### src/verilog/status_readback_pkg.sv
// constants for the decoder status readback register bank
//
// Function
// 0x43 bits 7, 5, 3 flag overflow of luma/green, blue-diff, red-diff; bits 1-0 reserved.
// Register 0x43 shows underflow of the same three channels in bits 6, 4 and 2.
// Bit 7 of register 0x44 is high while burst is seen and low for a monochrome input.
// 0x44 bits 6-0 hold the top seven subcarrier phase error bits, refreshed each line.
// Register 0x45 returns the 8-bit decoder reference value.
// Register 0x46 is read-only and returns a fixed part family code.
// Register 0x47 returns the silicon revision number.
// 0x4B bits 6-5 give the comb in use: 00 three-tap, 01 lower, 10 upper, 11 two-tap.
// Bit 7 of register 0x4B is set when chroma phase is killed by a comb failure.
// Bits 4-0 of register 0x4B show the adaptive lookup table output.
// Addresses 0x48-0x4A and 0x4C-0xFF are reserved read-only locations; the code places irq status and mask at 0x50 and 0x51.
// The datapath separates luma and chroma, demodulates chroma, then scales or makes RGB.
// Writes to the status range are ignored and change no reported value.
// Each status field is captured as a whole so one read returns a consistent snapshot.
package status_readback_pkg;

    localparam logic [7:0]  ADDR_RANGE_FLAGS   = 8'h43;
    localparam logic [7:0]  ADDR_BURST_PHASE   = 8'h44;
    localparam logic [7:0]  ADDR_REFERENCE     = 8'h45;
    localparam logic [7:0]  ADDR_PART_FAMILY   = 8'h46;
    localparam logic [7:0]  ADDR_REVISION      = 8'h47;
    localparam logic [7:0]  ADDR_RSVD_LOW      = 8'h48;
    localparam logic [7:0]  ADDR_COMB_STATE    = 8'h4b;
    localparam logic [7:0]  ADDR_RSVD_HIGH     = 8'h4c;
    localparam logic [7:0]  ADDR_IRQ_STATUS    = 8'h50;
    localparam logic [7:0]  ADDR_IRQ_MASK      = 8'h51;

    localparam int          BIT_LUMA_OVER      = 7;
    localparam int          BIT_LUMA_UNDER     = 6;
    localparam int          BIT_BLUE_OVER      = 5;
    localparam int          BIT_BLUE_UNDER     = 4;
    localparam int          BIT_RED_OVER       = 3;
    localparam int          BIT_RED_UNDER      = 2;
    localparam int          BIT_COLOUR_KILL    = 7;
    localparam int          BIT_PHASE_KILL     = 7;

    // arbitrary neutral identity values
    localparam logic [7:0]  PART_FAMILY_VALUE  = 8'h5a;
    localparam logic [7:0]  REVISION_VALUE     = 8'h01;

    localparam logic [7:0]  RESERVED_VALUE     = 8'h00;
    localparam logic [7:0]  STATUS_RESET       = 8'h00;
    localparam logic [7:0]  MASK_RESET         = 8'h00;

    localparam logic [1:0]  COMB_THREE_TAP     = 2'h0;
    localparam logic [1:0]  COMB_THREE_LOWER   = 2'h1;
    localparam logic [1:0]  COMB_THREE_UPPER   = 2'h2;
    localparam logic [1:0]  COMB_TWO_TAP       = 2'h3;

    // irq status bits: 0 range flag set while none was held, 1 colour kill change,
    // 2 phase kill rise, 3 comb change
    localparam int          IRQ_RANGE          = 0;
    localparam int          IRQ_KILL           = 1;
    localparam int          IRQ_COMB_FAIL_PHASE_KILL          = 2;
    localparam int          IRQ_COMB           = 3;

endpackage : status_readback_pkg

### src/verilog/decoder_status_readback.sv
// decoder status readback bank with wishbone slave and interrupt
//
// Local design decision: register access over Wishbone.
`timescale 1ns/1ps

module decoder_status_readback
    import status_readback_pkg::*;
(
    input  wire logic        core_clk_i,
    input  wire logic        reset_i,
    input  wire logic        clk_en_i,
    // wishbone classic slave
    input  wire logic        wb_cyc_i,
    input  wire logic        wb_stb_i,
    input  wire logic        wb_we_i,
    input  wire logic [7:0]  wb_adr_i,
    input  wire logic [0:0]  wb_sel_i,
    input  wire logic [7:0]  wb_dat_i,
    output logic      [7:0]  wb_dat_o,
    output logic             wb_ack_o,
    // pipeline status, pixel clock domain
    input  wire logic        luma_green_over_i,
    input  wire logic        luma_green_under_i,
    input  wire logic        blue_diff_over_i,
    input  wire logic        blue_diff_under_i,
    input  wire logic        red_diff_over_i,
    input  wire logic        red_diff_under_i,
    input  wire logic        colour_kill_flag_i,
    input  wire logic [6:0]  subcarrier_phase_error_i,
    input  wire logic        line_end_i,
    input  wire logic [7:0]  decoder_reference_value_i,
    input  wire logic        comb_fail_phase_kill_i,
    input  wire logic [1:0]  comb_filter_state_i,
    input  wire logic [4:0]  adaptive_table_output_i,
    output logic             irq_o
);

    ////////////////////////////////////////////////////////////////////////////
    // two-stage input synchronisers
    localparam int SYNC_W = 6 + 1 + 7 + 1 + 8 + 1 + 2 + 5;

    logic [SYNC_W-1:0] raw_in;
    logic [SYNC_W-1:0] sync1_reg;
    logic [SYNC_W-1:0] sync2_reg;

    assign raw_in = {luma_green_over_i, luma_green_under_i, blue_diff_over_i,
                     blue_diff_under_i, red_diff_over_i, red_diff_under_i,
                     colour_kill_flag_i, subcarrier_phase_error_i, line_end_i,
                     decoder_reference_value_i, comb_fail_phase_kill_i,
                     comb_filter_state_i, adaptive_table_output_i};

    always_ff @(posedge core_clk_i) begin
        if (reset_i) begin
            sync1_reg <= '0;
            sync2_reg <= '0;
        end else if (clk_en_i) begin
            sync1_reg <= raw_in;
            sync2_reg <= sync1_reg;
        end
    end

    logic [5:0] s_range;
    logic       s_kill;
    logic [6:0] s_phase;
    logic       s_line;
    logic [7:0] s_ref;
    logic       s_comb_fail_phase_kill;
    logic [1:0] s_comb;
    logic [4:0] s_table;

    assign {s_range, s_kill, s_phase, s_line, s_ref, s_comb_fail_phase_kill, s_comb, s_table} = sync2_reg;

    ////////////////////////////////////////////////////////////////////////////
    // status snapshot registers
    logic [7:0] range_flags_reg;
    logic [7:0] burst_phase_reg;
    logic [7:0] reference_reg;
    logic [7:0] comb_state_reg;
    logic       line_seen_reg;
    logic       line_edge;

    assign line_edge = s_line & ~line_seen_reg;

    // a word changing across the crossing may tear; reference and comb
    // state values are taken only when two successive samples agree
    logic [SYNC_W-1:0] prev_reg;
    logic              stable;

    assign stable = (prev_reg == sync2_reg);

    always_ff @(posedge core_clk_i) begin
        if (reset_i) begin
            prev_reg      <= '0;
            line_seen_reg <= 1'h0;
        end else if (clk_en_i) begin
            prev_reg      <= sync2_reg;
            line_seen_reg <= s_line;
        end
    end

    always_ff @(posedge core_clk_i) begin
        if (reset_i) begin
            range_flags_reg <= STATUS_RESET;
        end else if (clk_en_i) begin
            range_flags_reg[BIT_LUMA_OVER]  <= s_range[5];
            range_flags_reg[BIT_LUMA_UNDER] <= s_range[4];
            range_flags_reg[BIT_BLUE_OVER]  <= s_range[3];
            range_flags_reg[BIT_BLUE_UNDER] <= s_range[2];
            range_flags_reg[BIT_RED_OVER]   <= s_range[1];
            range_flags_reg[BIT_RED_UNDER]  <= s_range[0];
            range_flags_reg[1:0]            <= 2'h0;
        end
    end

    always_ff @(posedge core_clk_i) begin
        if (reset_i) begin
            burst_phase_reg <= STATUS_RESET;
        end else if (clk_en_i) begin
            burst_phase_reg[BIT_COLOUR_KILL] <= s_kill;
            if (line_edge) begin
                burst_phase_reg[6:0] <= s_phase;
            end
        end
    end

    always_ff @(posedge core_clk_i) begin
        if (reset_i) begin
            reference_reg <= STATUS_RESET;
        end else if (clk_en_i && stable) begin
            reference_reg <= s_ref;
        end
    end

    always_ff @(posedge core_clk_i) begin
        if (reset_i) begin
            comb_state_reg <= STATUS_RESET;
        end else if (clk_en_i && stable) begin
            comb_state_reg <= {s_comb_fail_phase_kill, s_comb, s_table};
        end
    end

    ////////////////////////////////////////////////////////////////////////////
    // interrupt events
    logic [3:0] irq_status_reg;
    logic [3:0] irq_mask_reg;
    logic [3:0] events;
    logic [3:0] clear_bits;

    assign events[IRQ_RANGE] = |range_flags_reg[7:2] == 1'h0 ? |s_range : 1'h0;
    assign events[IRQ_KILL]  = s_kill != burst_phase_reg[BIT_COLOUR_KILL];
    assign events[IRQ_COMB_FAIL_PHASE_KILL] = stable & s_comb_fail_phase_kill & ~comb_state_reg[BIT_PHASE_KILL];
    assign events[IRQ_COMB]  = stable & (s_comb != comb_state_reg[6:5]);

    ////////////////////////////////////////////////////////////////////////////
    // wishbone slave
    logic bus_req;
    logic wr_hit;

    assign bus_req = wb_cyc_i & wb_stb_i & ~wb_ack_o;
    assign wr_hit  = bus_req & wb_we_i & wb_sel_i[0];

    function automatic logic [7:0] read_mux(input logic [7:0] adr,
                                            input logic [7:0] range_v,
                                            input logic [7:0] burst_v,
                                            input logic [7:0] ref_v,
                                            input logic [7:0] comb_v,
                                            input logic [3:0] sts_v,
                                            input logic [3:0] msk_v);
        logic [7:0] r;
        r = RESERVED_VALUE;
        case (adr)
            ADDR_RANGE_FLAGS: r = range_v;
            ADDR_BURST_PHASE: r = burst_v;
            ADDR_REFERENCE:   r = ref_v;
            ADDR_PART_FAMILY: r = PART_FAMILY_VALUE;
            ADDR_REVISION:    r = REVISION_VALUE;
            ADDR_COMB_STATE:  r = comb_v;
            ADDR_IRQ_STATUS:  r = {4'h0, sts_v};
            ADDR_IRQ_MASK:    r = {4'h0, msk_v};
            default:          r = RESERVED_VALUE;
        endcase
        return r;
    endfunction

    assign clear_bits = (wr_hit && wb_adr_i == ADDR_IRQ_STATUS) ? wb_dat_i[3:0] : 4'h0;

    always_ff @(posedge core_clk_i) begin
        if (reset_i) begin
            wb_ack_o <= 1'h0;
            wb_dat_o <= 8'h00;
        end else if (clk_en_i) begin
            wb_ack_o <= bus_req;
            if (bus_req && !wb_we_i) begin
                wb_dat_o <= read_mux(wb_adr_i, range_flags_reg, burst_phase_reg,
                                     reference_reg, comb_state_reg,
                                     irq_status_reg, irq_mask_reg);
            end
        end
    end

    // status addresses other than irq status and irq mask take no write effect
    always_ff @(posedge core_clk_i) begin
        if (reset_i) begin
            irq_mask_reg <= MASK_RESET[3:0];
        end else if (clk_en_i && wr_hit && wb_adr_i == ADDR_IRQ_MASK) begin
            irq_mask_reg <= wb_dat_i[3:0];
        end
    end

    // set wins over write-one-to-clear
    always_ff @(posedge core_clk_i) begin
        if (reset_i) begin
            irq_status_reg <= STATUS_RESET[3:0];
        end else if (clk_en_i) begin
            irq_status_reg <= (irq_status_reg & ~clear_bits) | events;
        end
    end

    always_ff @(posedge core_clk_i) begin
        if (reset_i) begin
            irq_o <= 1'h0;
        end else if (clk_en_i) begin
            irq_o <= |(((irq_status_reg & ~clear_bits) | events) & irq_mask_reg);
        end
    end

endmodule // decoder_status_readback

### config.mk
export PLATFORM = sky130hd
export DESIGN_NAME = decoder_status_readback
export DESIGN_NICKNAME = d
export VERILOG_FILES = /design/src/verilog/status_readback_pkg.sv /design/src/verilog/decoder_status_readback.sv
export SDC_FILE = /design/constraint.sdc
export NUM_CORES = 1
export LEC_CHECK = 0
export ABC_AREA = 1
export BUFFER_PORTS_ARGS = -buffer_cell sky130_fd_sc_hd__buf_2
export CAP_MARGIN = 0
export CORE_ASPECT_RATIO = 1.25
export CORE_UTILIZATION = 56
export CTS_BUF_LIST = sky130_fd_sc_hd__clkbuf_4 sky130_fd_sc_hd__clkbuf_8 sky130_fd_sc_hd__clkbuf_16
export CTS_CLUSTER_DIAMETER = 80
export DETAILED_ROUTE_END_ITERATION = 8
export PLACE_DENSITY = 0.77
export SYNTH_ARGS = -nofsm -noshare
export SYNTH_HDL_FRONTEND = slang
export SYNTH_SLANG_ARGS = --single-unit
### constraint.sdc
create_clock -name core_clk_i -period 2.3 [get_ports core_clk_i]
set_clock_uncertainty 0.05 [all_clocks]
set_input_delay 0.23 -clock core_clk_i [delete_from_list [all_inputs] [get_ports core_clk_i]]
set_output_delay 0.23 -clock core_clk_i [all_outputs]
set_load 0.01 [all_outputs]
# Word-level counts from Yosys, hierarchy flattened
# Index checks and enable logic that the tools add are counted.
[word_totals] regBits=142 latchBits=0 ram_bits=0 romBits=0 memories=0
[classes] n_addsub=0 mul=0 n_div=0 order_cmp=0 eq_ne=11 shifts=0 muxes=3 bitwise=15 reduce_logical=11
[op_table] op="== test 8 x 7 -> 1 bit (second input constant)" n=8
[op_table] op="case mux 8 bit (8 select lines)" n=1
[op_table] op="== test 31 bit" n=1
[op_table] op="OR reduction 6 bit" n=2
[op_table] op="bitwise AND 1 bit" n=8
[op_table] op="bitwise AND 4 bit" n=2
[op_table] op="logical AND 1 bit" n=5
[op_table] op="2-to-1 mux 4 bit" n=1
[op_table] op="inverter 4 bit" n=1
[op_table] op="OR 4 bit" n=1
[op_table] op="AND reduction 2 bit" n=2
[op_table] op="OR reduction 4 bit" n=1
[op_table] op="inverter 1 bit" n=3
[op_table] op="!= test 2 bit" n=1
[op_table] op="logical NOT 1 bit" n=1
[op_table] op="2-to-1 mux 1 bit" n=1
[op_table] op="!= test 1 bit" n=1

# Depth between registers and ports, before layout
# Gate-level depths: netlist of the first run.
[logic_depth] ltp_word=11 mapped_depth=14 ltp_nobuf=14

# Worst setup path before layout of the first run
# OpenSTA, ideal clock, no wires.
[synth_path] path_kind="register -> register" from="register prev_reg[16]" to="register comb_state_reg[4]" arrival_time_ps=1471 required_ps=2133 path_slack_ps=663 path_stages_with_launch=13 n_path_buf=1 period_less_slack_ps=1637 cell_sequence="dfxtp_1 inv_1 ha_1 inv_1 nor2_1 nand2_1 nor2_2 nand2_2 nor2_8 buf_2 nand3_1 nand2_1 a21oi_2"
[synth_between] elab_chain_len=2
[synth_lines] element="from (decl)" line_no="decoder_status_readback.sv:86" rtl="logic [SYNC_W-1:0] prev_reg;"
[synth_lines] element="from (signal assigned)" line_no="decoder_status_readback.sv:96" rtl="prev_reg <= sync2_reg;"
[synth_lines] element="== test 31 bit" line_no="decoder_status_readback.sv:89" rtl="assign stable = (prev_reg == sync2_reg);"
[synth_lines] element="logical AND 1 bit" line_no="decoder_status_readback.sv:137" rtl="end else if (clk_en_i && stable) begin"
[synth_lines] element="to (signal assigned)" line_no="decoder_status_readback.sv:138" rtl="comb_state_reg <= {s_comb_fail_phase_kill, s_comb, s_table};"
[synth_lines] element="to (decl)" line_no="decoder_status_readback.sv:78" rtl="logic [7:0] comb_state_reg;"
# No other way between the ends.
# A chain may end at the register's enable or synchronous reset.

# Worst setup path after layout of the first run
[layout_path] from="register prev_reg[16]" to="register comb_state_reg[0]"
# Same word-level chain as after synthesis.

==> results_dict.tcl, run 1 <==
set metrics [dict create \
    synth_nets 877 \
    postSynthAreaPerCell_sq_um 7.06 \
    wl_mm 14.0 \
    cts_tree "yes" \
    cp_slowest_cell "dfxtp_1" \
    maxCapViolations 0 \
    synth_top_area_share_pct 46.3 \
    die_h_um 116 \
    grt_pass1_vias 5089 \
    period_share_pct 82.6 \
    ys_ff_latch 134 \
    start_util_pct 57.4 \
    cts_buffer_depth 2 \
    finalMaxSlewViolations 0 \
    gp_congestion 0.883 \
    setup_viol 0 \
    insertion_delay_ps 410 \
    synthTopCellsByArea "dfxtp_1 46%, nand2_1 9.6%, nor2_1 8.9%, o21ai_0 8.7%, inv_1 5.8%" \
    layoutNonFillerInstCount 1037 \
    antenna_cells 0 \
    cts.sink_count 134 \
    die_w_um 93.0 \
    power_frac_seq_pct 45.4 \
    coreArea_sq_um 10100 \
    p_per_area_nw_per_um2 795 \
    synth_cell_types 31 \
    cp.required_ps 2590 \
    cp-start-kind "flip-flop" \
    period_minus_slack_ps 1900 \
    yosysTopAreaCell "dfxtp_1" \
    critPathBufInv 2 \
    ys.flop_type "dfxtp_1" \
    grt_overflow 0 \
    nets 950 \
    grt.total_usage_pct 27.6 \
    cts-htree-levels 4 \
    numCtsBuffers 17 \
    drive_above_1_share_pct 14.5 \
    synth_cells 822 \
    layout_common_cells "149 x nand2_1, 137 x nor2_1, 134 x dfxtp_1" \
    hold_violations 0 \
    rows 41 \
    synth_top_family_by_area "simple AND/OR/NAND/NOR gates" \
    first_pass_iters 5 \
    slowest_delay_ps 310 \
    synthMuxAreaShare_pct 0 \
    cp_common_cell "inv_1" \
    worstPathArrival_ps 2190 \
    crit_chain "inv_1 > ha_1 > inv_1 > nor2_1 > nand2_1 > nor2_2 > nand2_2 > nor2_8 > nand3_4 > a21oi_1" \
    nFillCells 836 \
    die_area_sq_um 10800 \
    grt_setup_unrepaired "no" \
    p_comb_share_pct 9.7 \
    synth-compound-area-share_pct 18.5 \
    clkPwrFrac_pct 44.9 \
    max_freq_mhz 526 \
    synth-xor-area-share_pct 1.21 \
    ir_drop_mv 0.546 \
    synth-edff-count 0 \
    fin_util_pct 69.2 \
    vias_per_cell 5.24 \
    synthAdderAreaFrac_pct 0.216 \
    antenna_found_initial 0 \
    synthSimpleGateAreaFrac_pct 24.3 \
    intPower_mw 4.16 \
    ant_nets 0 \
    async_flop_share_pct 0 \
    setup.worst_path.class "reg -> reg" \
    synth_warnings 0 \
    drtIter0Drc 370 \
    cp-end-kind "flip-flop" \
    grt_pass1_wl_mm 23.2 \
    worst_pin_slew_ps 383 \
    ios 64 \
    cts-root-buf "clkbuf_16" \
    numPortBuffers 59 \
    post_cts.repair.setup_buffers 0 \
    post-dp-hpwl_mm 9.55 \
    ctsHoldBuffers 24 \
    ctsResizeCount 0 \
    power_switching_mw 1.41 \
    power_leakage_nw 3.05 \
    cp_max_fo 19 \
    final_common_cell "nand2_1" \
    hold_path_class "in -> reg" \
    tns_ps 0 \
    synthToLayoutAreaGrowth_pct 20.6 \
    drc 0 \
    ys_seq_area_share_pct 46.3 \
    p_sw_share_pct 25.3 \
    critPathTopFamily "simple AND/OR/NAND/NOR gates" \
    num_vias 5432 \
    relSlewSlack_pct 74.3 \
    dp_cells 981 \
    clk_pin_slew_ps 60 \
    wl_per_cell_um 13.5 \
    grt_max_degree 80 \
    status "complete, no violations" \
    netlist_area_sq_um 5800 \
]
worst reg2reg max path: cells and delay by family, from the launching register on:
kind / cells / cell delay, ps
AO/OA/AOI/OAI: 1 / 210
adder cells (fa/ha/maj): 1 / 260
buffers and inverters: 2 / 90
flip-flops: 1 / 310
AND/OR/NAND/NOR: 6 / 930
power groups by stage:
stage	Sequential, mW	Clock (mW)	Combinational [mW]
after floorplan	2.55	0	0.357
after global placement	2.56	0	0.485
after detailed placement	2.57	0	0.500
after CTS	2.52	2.52	0.537
after global routing	2.54	2.63	0.613
final	2.52	2.50	0.540
metrics by stage:
step	setup WS, ps	total power, mW	area [sq um]	hold slack (ps)
6_report	399	5.56	6990	8.87
5_1_grt	220	5.78	6990	19.2
4_1_cts	429	5.58	6990	0.301
3_5_place_dp	440	3.07	6200	391
3_3_place_gp	474	3.05	6200	389
2_1_floorplan	663	2.91	5800	308
metal layers:
metal	routed length, um	up-vias	GRT usage, %
met5	0	-	0
met3	570	24	4.99
met1	6070	2450	33.0
met2	7060	157	48.6
li1	-	2801	-
met4	343	0	11.6
synth_stat cells, types with 5 or more instances:
master	count
a211oi_1	13
a21oi_1	66
nand3_1	36
clkbuf_1	24
nor2_1	137
a21oi_2	10
nand2_1	149
o21ai_0	101
buf_2	12
inv_1	89
xnor2_1	7
inv_2	10
dfxtp_1	134
nor3_1	5
final cells by class:
cell class                 count  area [sq um]  share of cell area, %
timing repair buffer          93           648                   9.27
sequential                   134          2680                   38.4
clock buffer                  19           440                   6.30
clock inverter                13           110                   1.57
tap                          129           161                   2.31
multi-input combinational    547          2560                   36.7
inverter                     102           384                   5.49
logic make-up (layout without fill, tap and decap cells):
kind of cell	after synthesis	in the layout
DFF	134	134
AOI/OAI and AO/OA	197	197
and+or+nand+nor	341	341
adders and majority gates	1	1
xor gates and xnor gates	8	8
buffers and inverters	141	227
worst paths after layout:
check	slack (ps)	cells after the start	from	end
worst max-delay path	400	10	prev_reg[16]	comb_state_reg[0]
worst min register to register	400	2	burst_phase_reg[4]	burst_phase_reg[4]
worst max register to register	400	10	prev_reg[16]	comb_state_reg[0]
worst min-delay path	9	3	decoder_reference_value_i[5]	sync1_reg[13]
Note: power is estimated with default switching activity, not from simulation.
==> inputs of run 2 (changes only) <==
- CORE_UTILIZATION: 56 -> 53
- PLACE_DENSITY: 0.77 -> 0.76
- clock period: 2.3 -> 1.6 ns (I/O delays scaled with it)
==> results_dict.tcl, run 2 (same netlist as run 1, synthesis figures left out) <==
set metrics [dict create \
    relSlewSlack_pct 70.0 \
    hold_violations 0 \
    antenna_found_initial 0 \
    dp_cells 1017 \
    clk_pin_slew_ps 60 \
    grt_pass1_vias 5435 \
    period_share_pct 105 \
    period_minus_slack_ps 1690 \
    status "finished, violations left" \
    maxCapViolations 0 \
    rows 42 \
    ff_latch_area_sq_um 2690 \
    worstPathArrival_ps 1980 \
    cts-htree-levels 4 \
    antenna_cells 0 \
    die_h_um 119 \
    final_common_cell "nand2_1" \
    ant_nets 0 \
    tns_ps -1140 \
    num_vias 5740 \
    power_leakage_nw 3.31 \
    drive_above_1_share_pct 19.4 \
    ir_drop_mv 0.788 \
    violations "negative setup slack" \
    nets 1001 \
    grt_max_degree 64 \
    total_power_mw 8.13 \
    gp_congestion 0.870 \
    postLayoutSetupSlackWorst_ps -86.5 \
    numCtsBuffers 17 \
    layoutNonFillerInstCount 1088 \
    r2r_cells 11 \
    setup.worst_path.class "reg -> reg" \
    p_per_area_nw_per_um2 1080 \
    drc 0 \
    wl_mm 15.1 \
    grt_pass1_wl_mm 24.4 \
    max_freq_mhz 593 \
    synthToLayoutAreaGrowth_pct 29.3 \
    wl_per_cell_um 13.9 \
    setup_viol 17 \
    cp.required_ps 1900 \
    cts-root-buf "clkbuf_16" \
    hold_path_class "in -> reg" \
    insertion_delay_ps 410 \
    layout_common_cells "147 x nand2_1, 136 x nor2_1, 132 x dfxtp_1" \
    fin_util_pct 70.6 \
    drtIter0Drc 307 \
    multi_input_comb_area_sq_um 2620 \
    cp-start-kind "flip-flop" \
    first_pass_iters 6 \
    post-dp-hpwl_mm 9.94 \
    cts_buffer_depth 2 \
    cts_tree "yes" \
    hold_path_depth 3 \
    grt.total_usage_pct 28.0 \
    grt_setup_unrepaired "yes" \
    start_util_pct 54.6 \
    die_area_sq_um 11400 \
    vias_per_cell 5.28 \
    grt_overflow 0 \
    cp-end-kind "flip-flop" \
    cts.sink_count 134 \
    finalMaxSlewViolations 0 \
    ios 64 \
    worst_pin_slew_ps 450 \
    nFillCells 851 \
    numPortBuffers 59 \
    cp_max_fo 8 \
    coreArea_sq_um 10600 \
    die_w_um 95.6 \
]
==> run 2: cell types whose count changed in the layout (fill, tap and decap cells not counted), moves of 3 or more <==
cell,change
buf_4,+35
buf_6,+4
nand3_2,+3
clkbuf_8,+3
a21oi_1,-3
inv_2,+3
clkinv_4,-4
nand3_1,-3
dlygate4sd3_1,+10
inv_1,-3
==> run 2: final cells by class <==
type	count	share of cell area [%]
flip-flops and latches	134	35.8
multi-input cells	547	34.9
repair buffers	144	14.6
clock buffers	24	6.63
inverters	102	5.12
well taps	132	2.20
clock inverters	5	0.668
==> run 2: per-layer routing <==
layer	global-route usage (%)	vias to the layer above	wire length [um]
met1	31.5	2650	6250
met3	5.87	45	672
met5	0	-	0
li1	-	2879	-
met2	49.2	166	7660
met4	13.2	0	551
==> run 2: what timing repair did <==
item	in CTS	in global routing
endpoints found under the setup margin	20	23
pin swaps	5	2
endpoints found under the hold margin	34	0
gates resized for setup	15	6
hold buffers	34	0
buffers inserted	6	2
cloned	0	0
==> run 2: stage by stage <==
stage | worst slack, ps | hold slack (ps) | instance area [sq um]
2_1_floorplan | 1.05 | 238 | 5800
3_3_place_gp | -91.1 | 331 | 6480
3_5_place_dp | -185 | 334 | 6480
4_1_cts | -121 | 2.38 | 7460
5_1_grt | -206 | 41.3 | 7500
6_report | -86.5 | 9.71 | 7500
==> run 2: path summary, 6_finish.rpt <==
kind / from / end / slack [ps]
setup reg to reg: prev_reg[16] / comb_state_reg[3] / -90
hold reg to reg: burst_phase_reg[3] / burst_phase_reg[3] / 400
setup / recovery: prev_reg[16] / comb_state_reg[3] / -90
hold / removal: wb_cyc_i / wb_ack_o / 10
==> run 2: power breakdown <==
group	internal [mW]	leakage [nW]	switching, mW
combinational	0.379	1.93	0.516
sequential	3.52	1.10	0.106
clock	2.29	0.279	1.33
total	6.18	3.31	1.95
==> run 2: worst max-delay path: stages, from the launching register on <==
cell and delay, ps:
dfxtp_2 320, inv_2 40, ha_4 250, inv_2 20, nor2_1 70, nand2_1 70
nor2_2 90, nand2_2 90, nor2_8 170, nand3_4 150, buf_6 170, a21oi_2 120
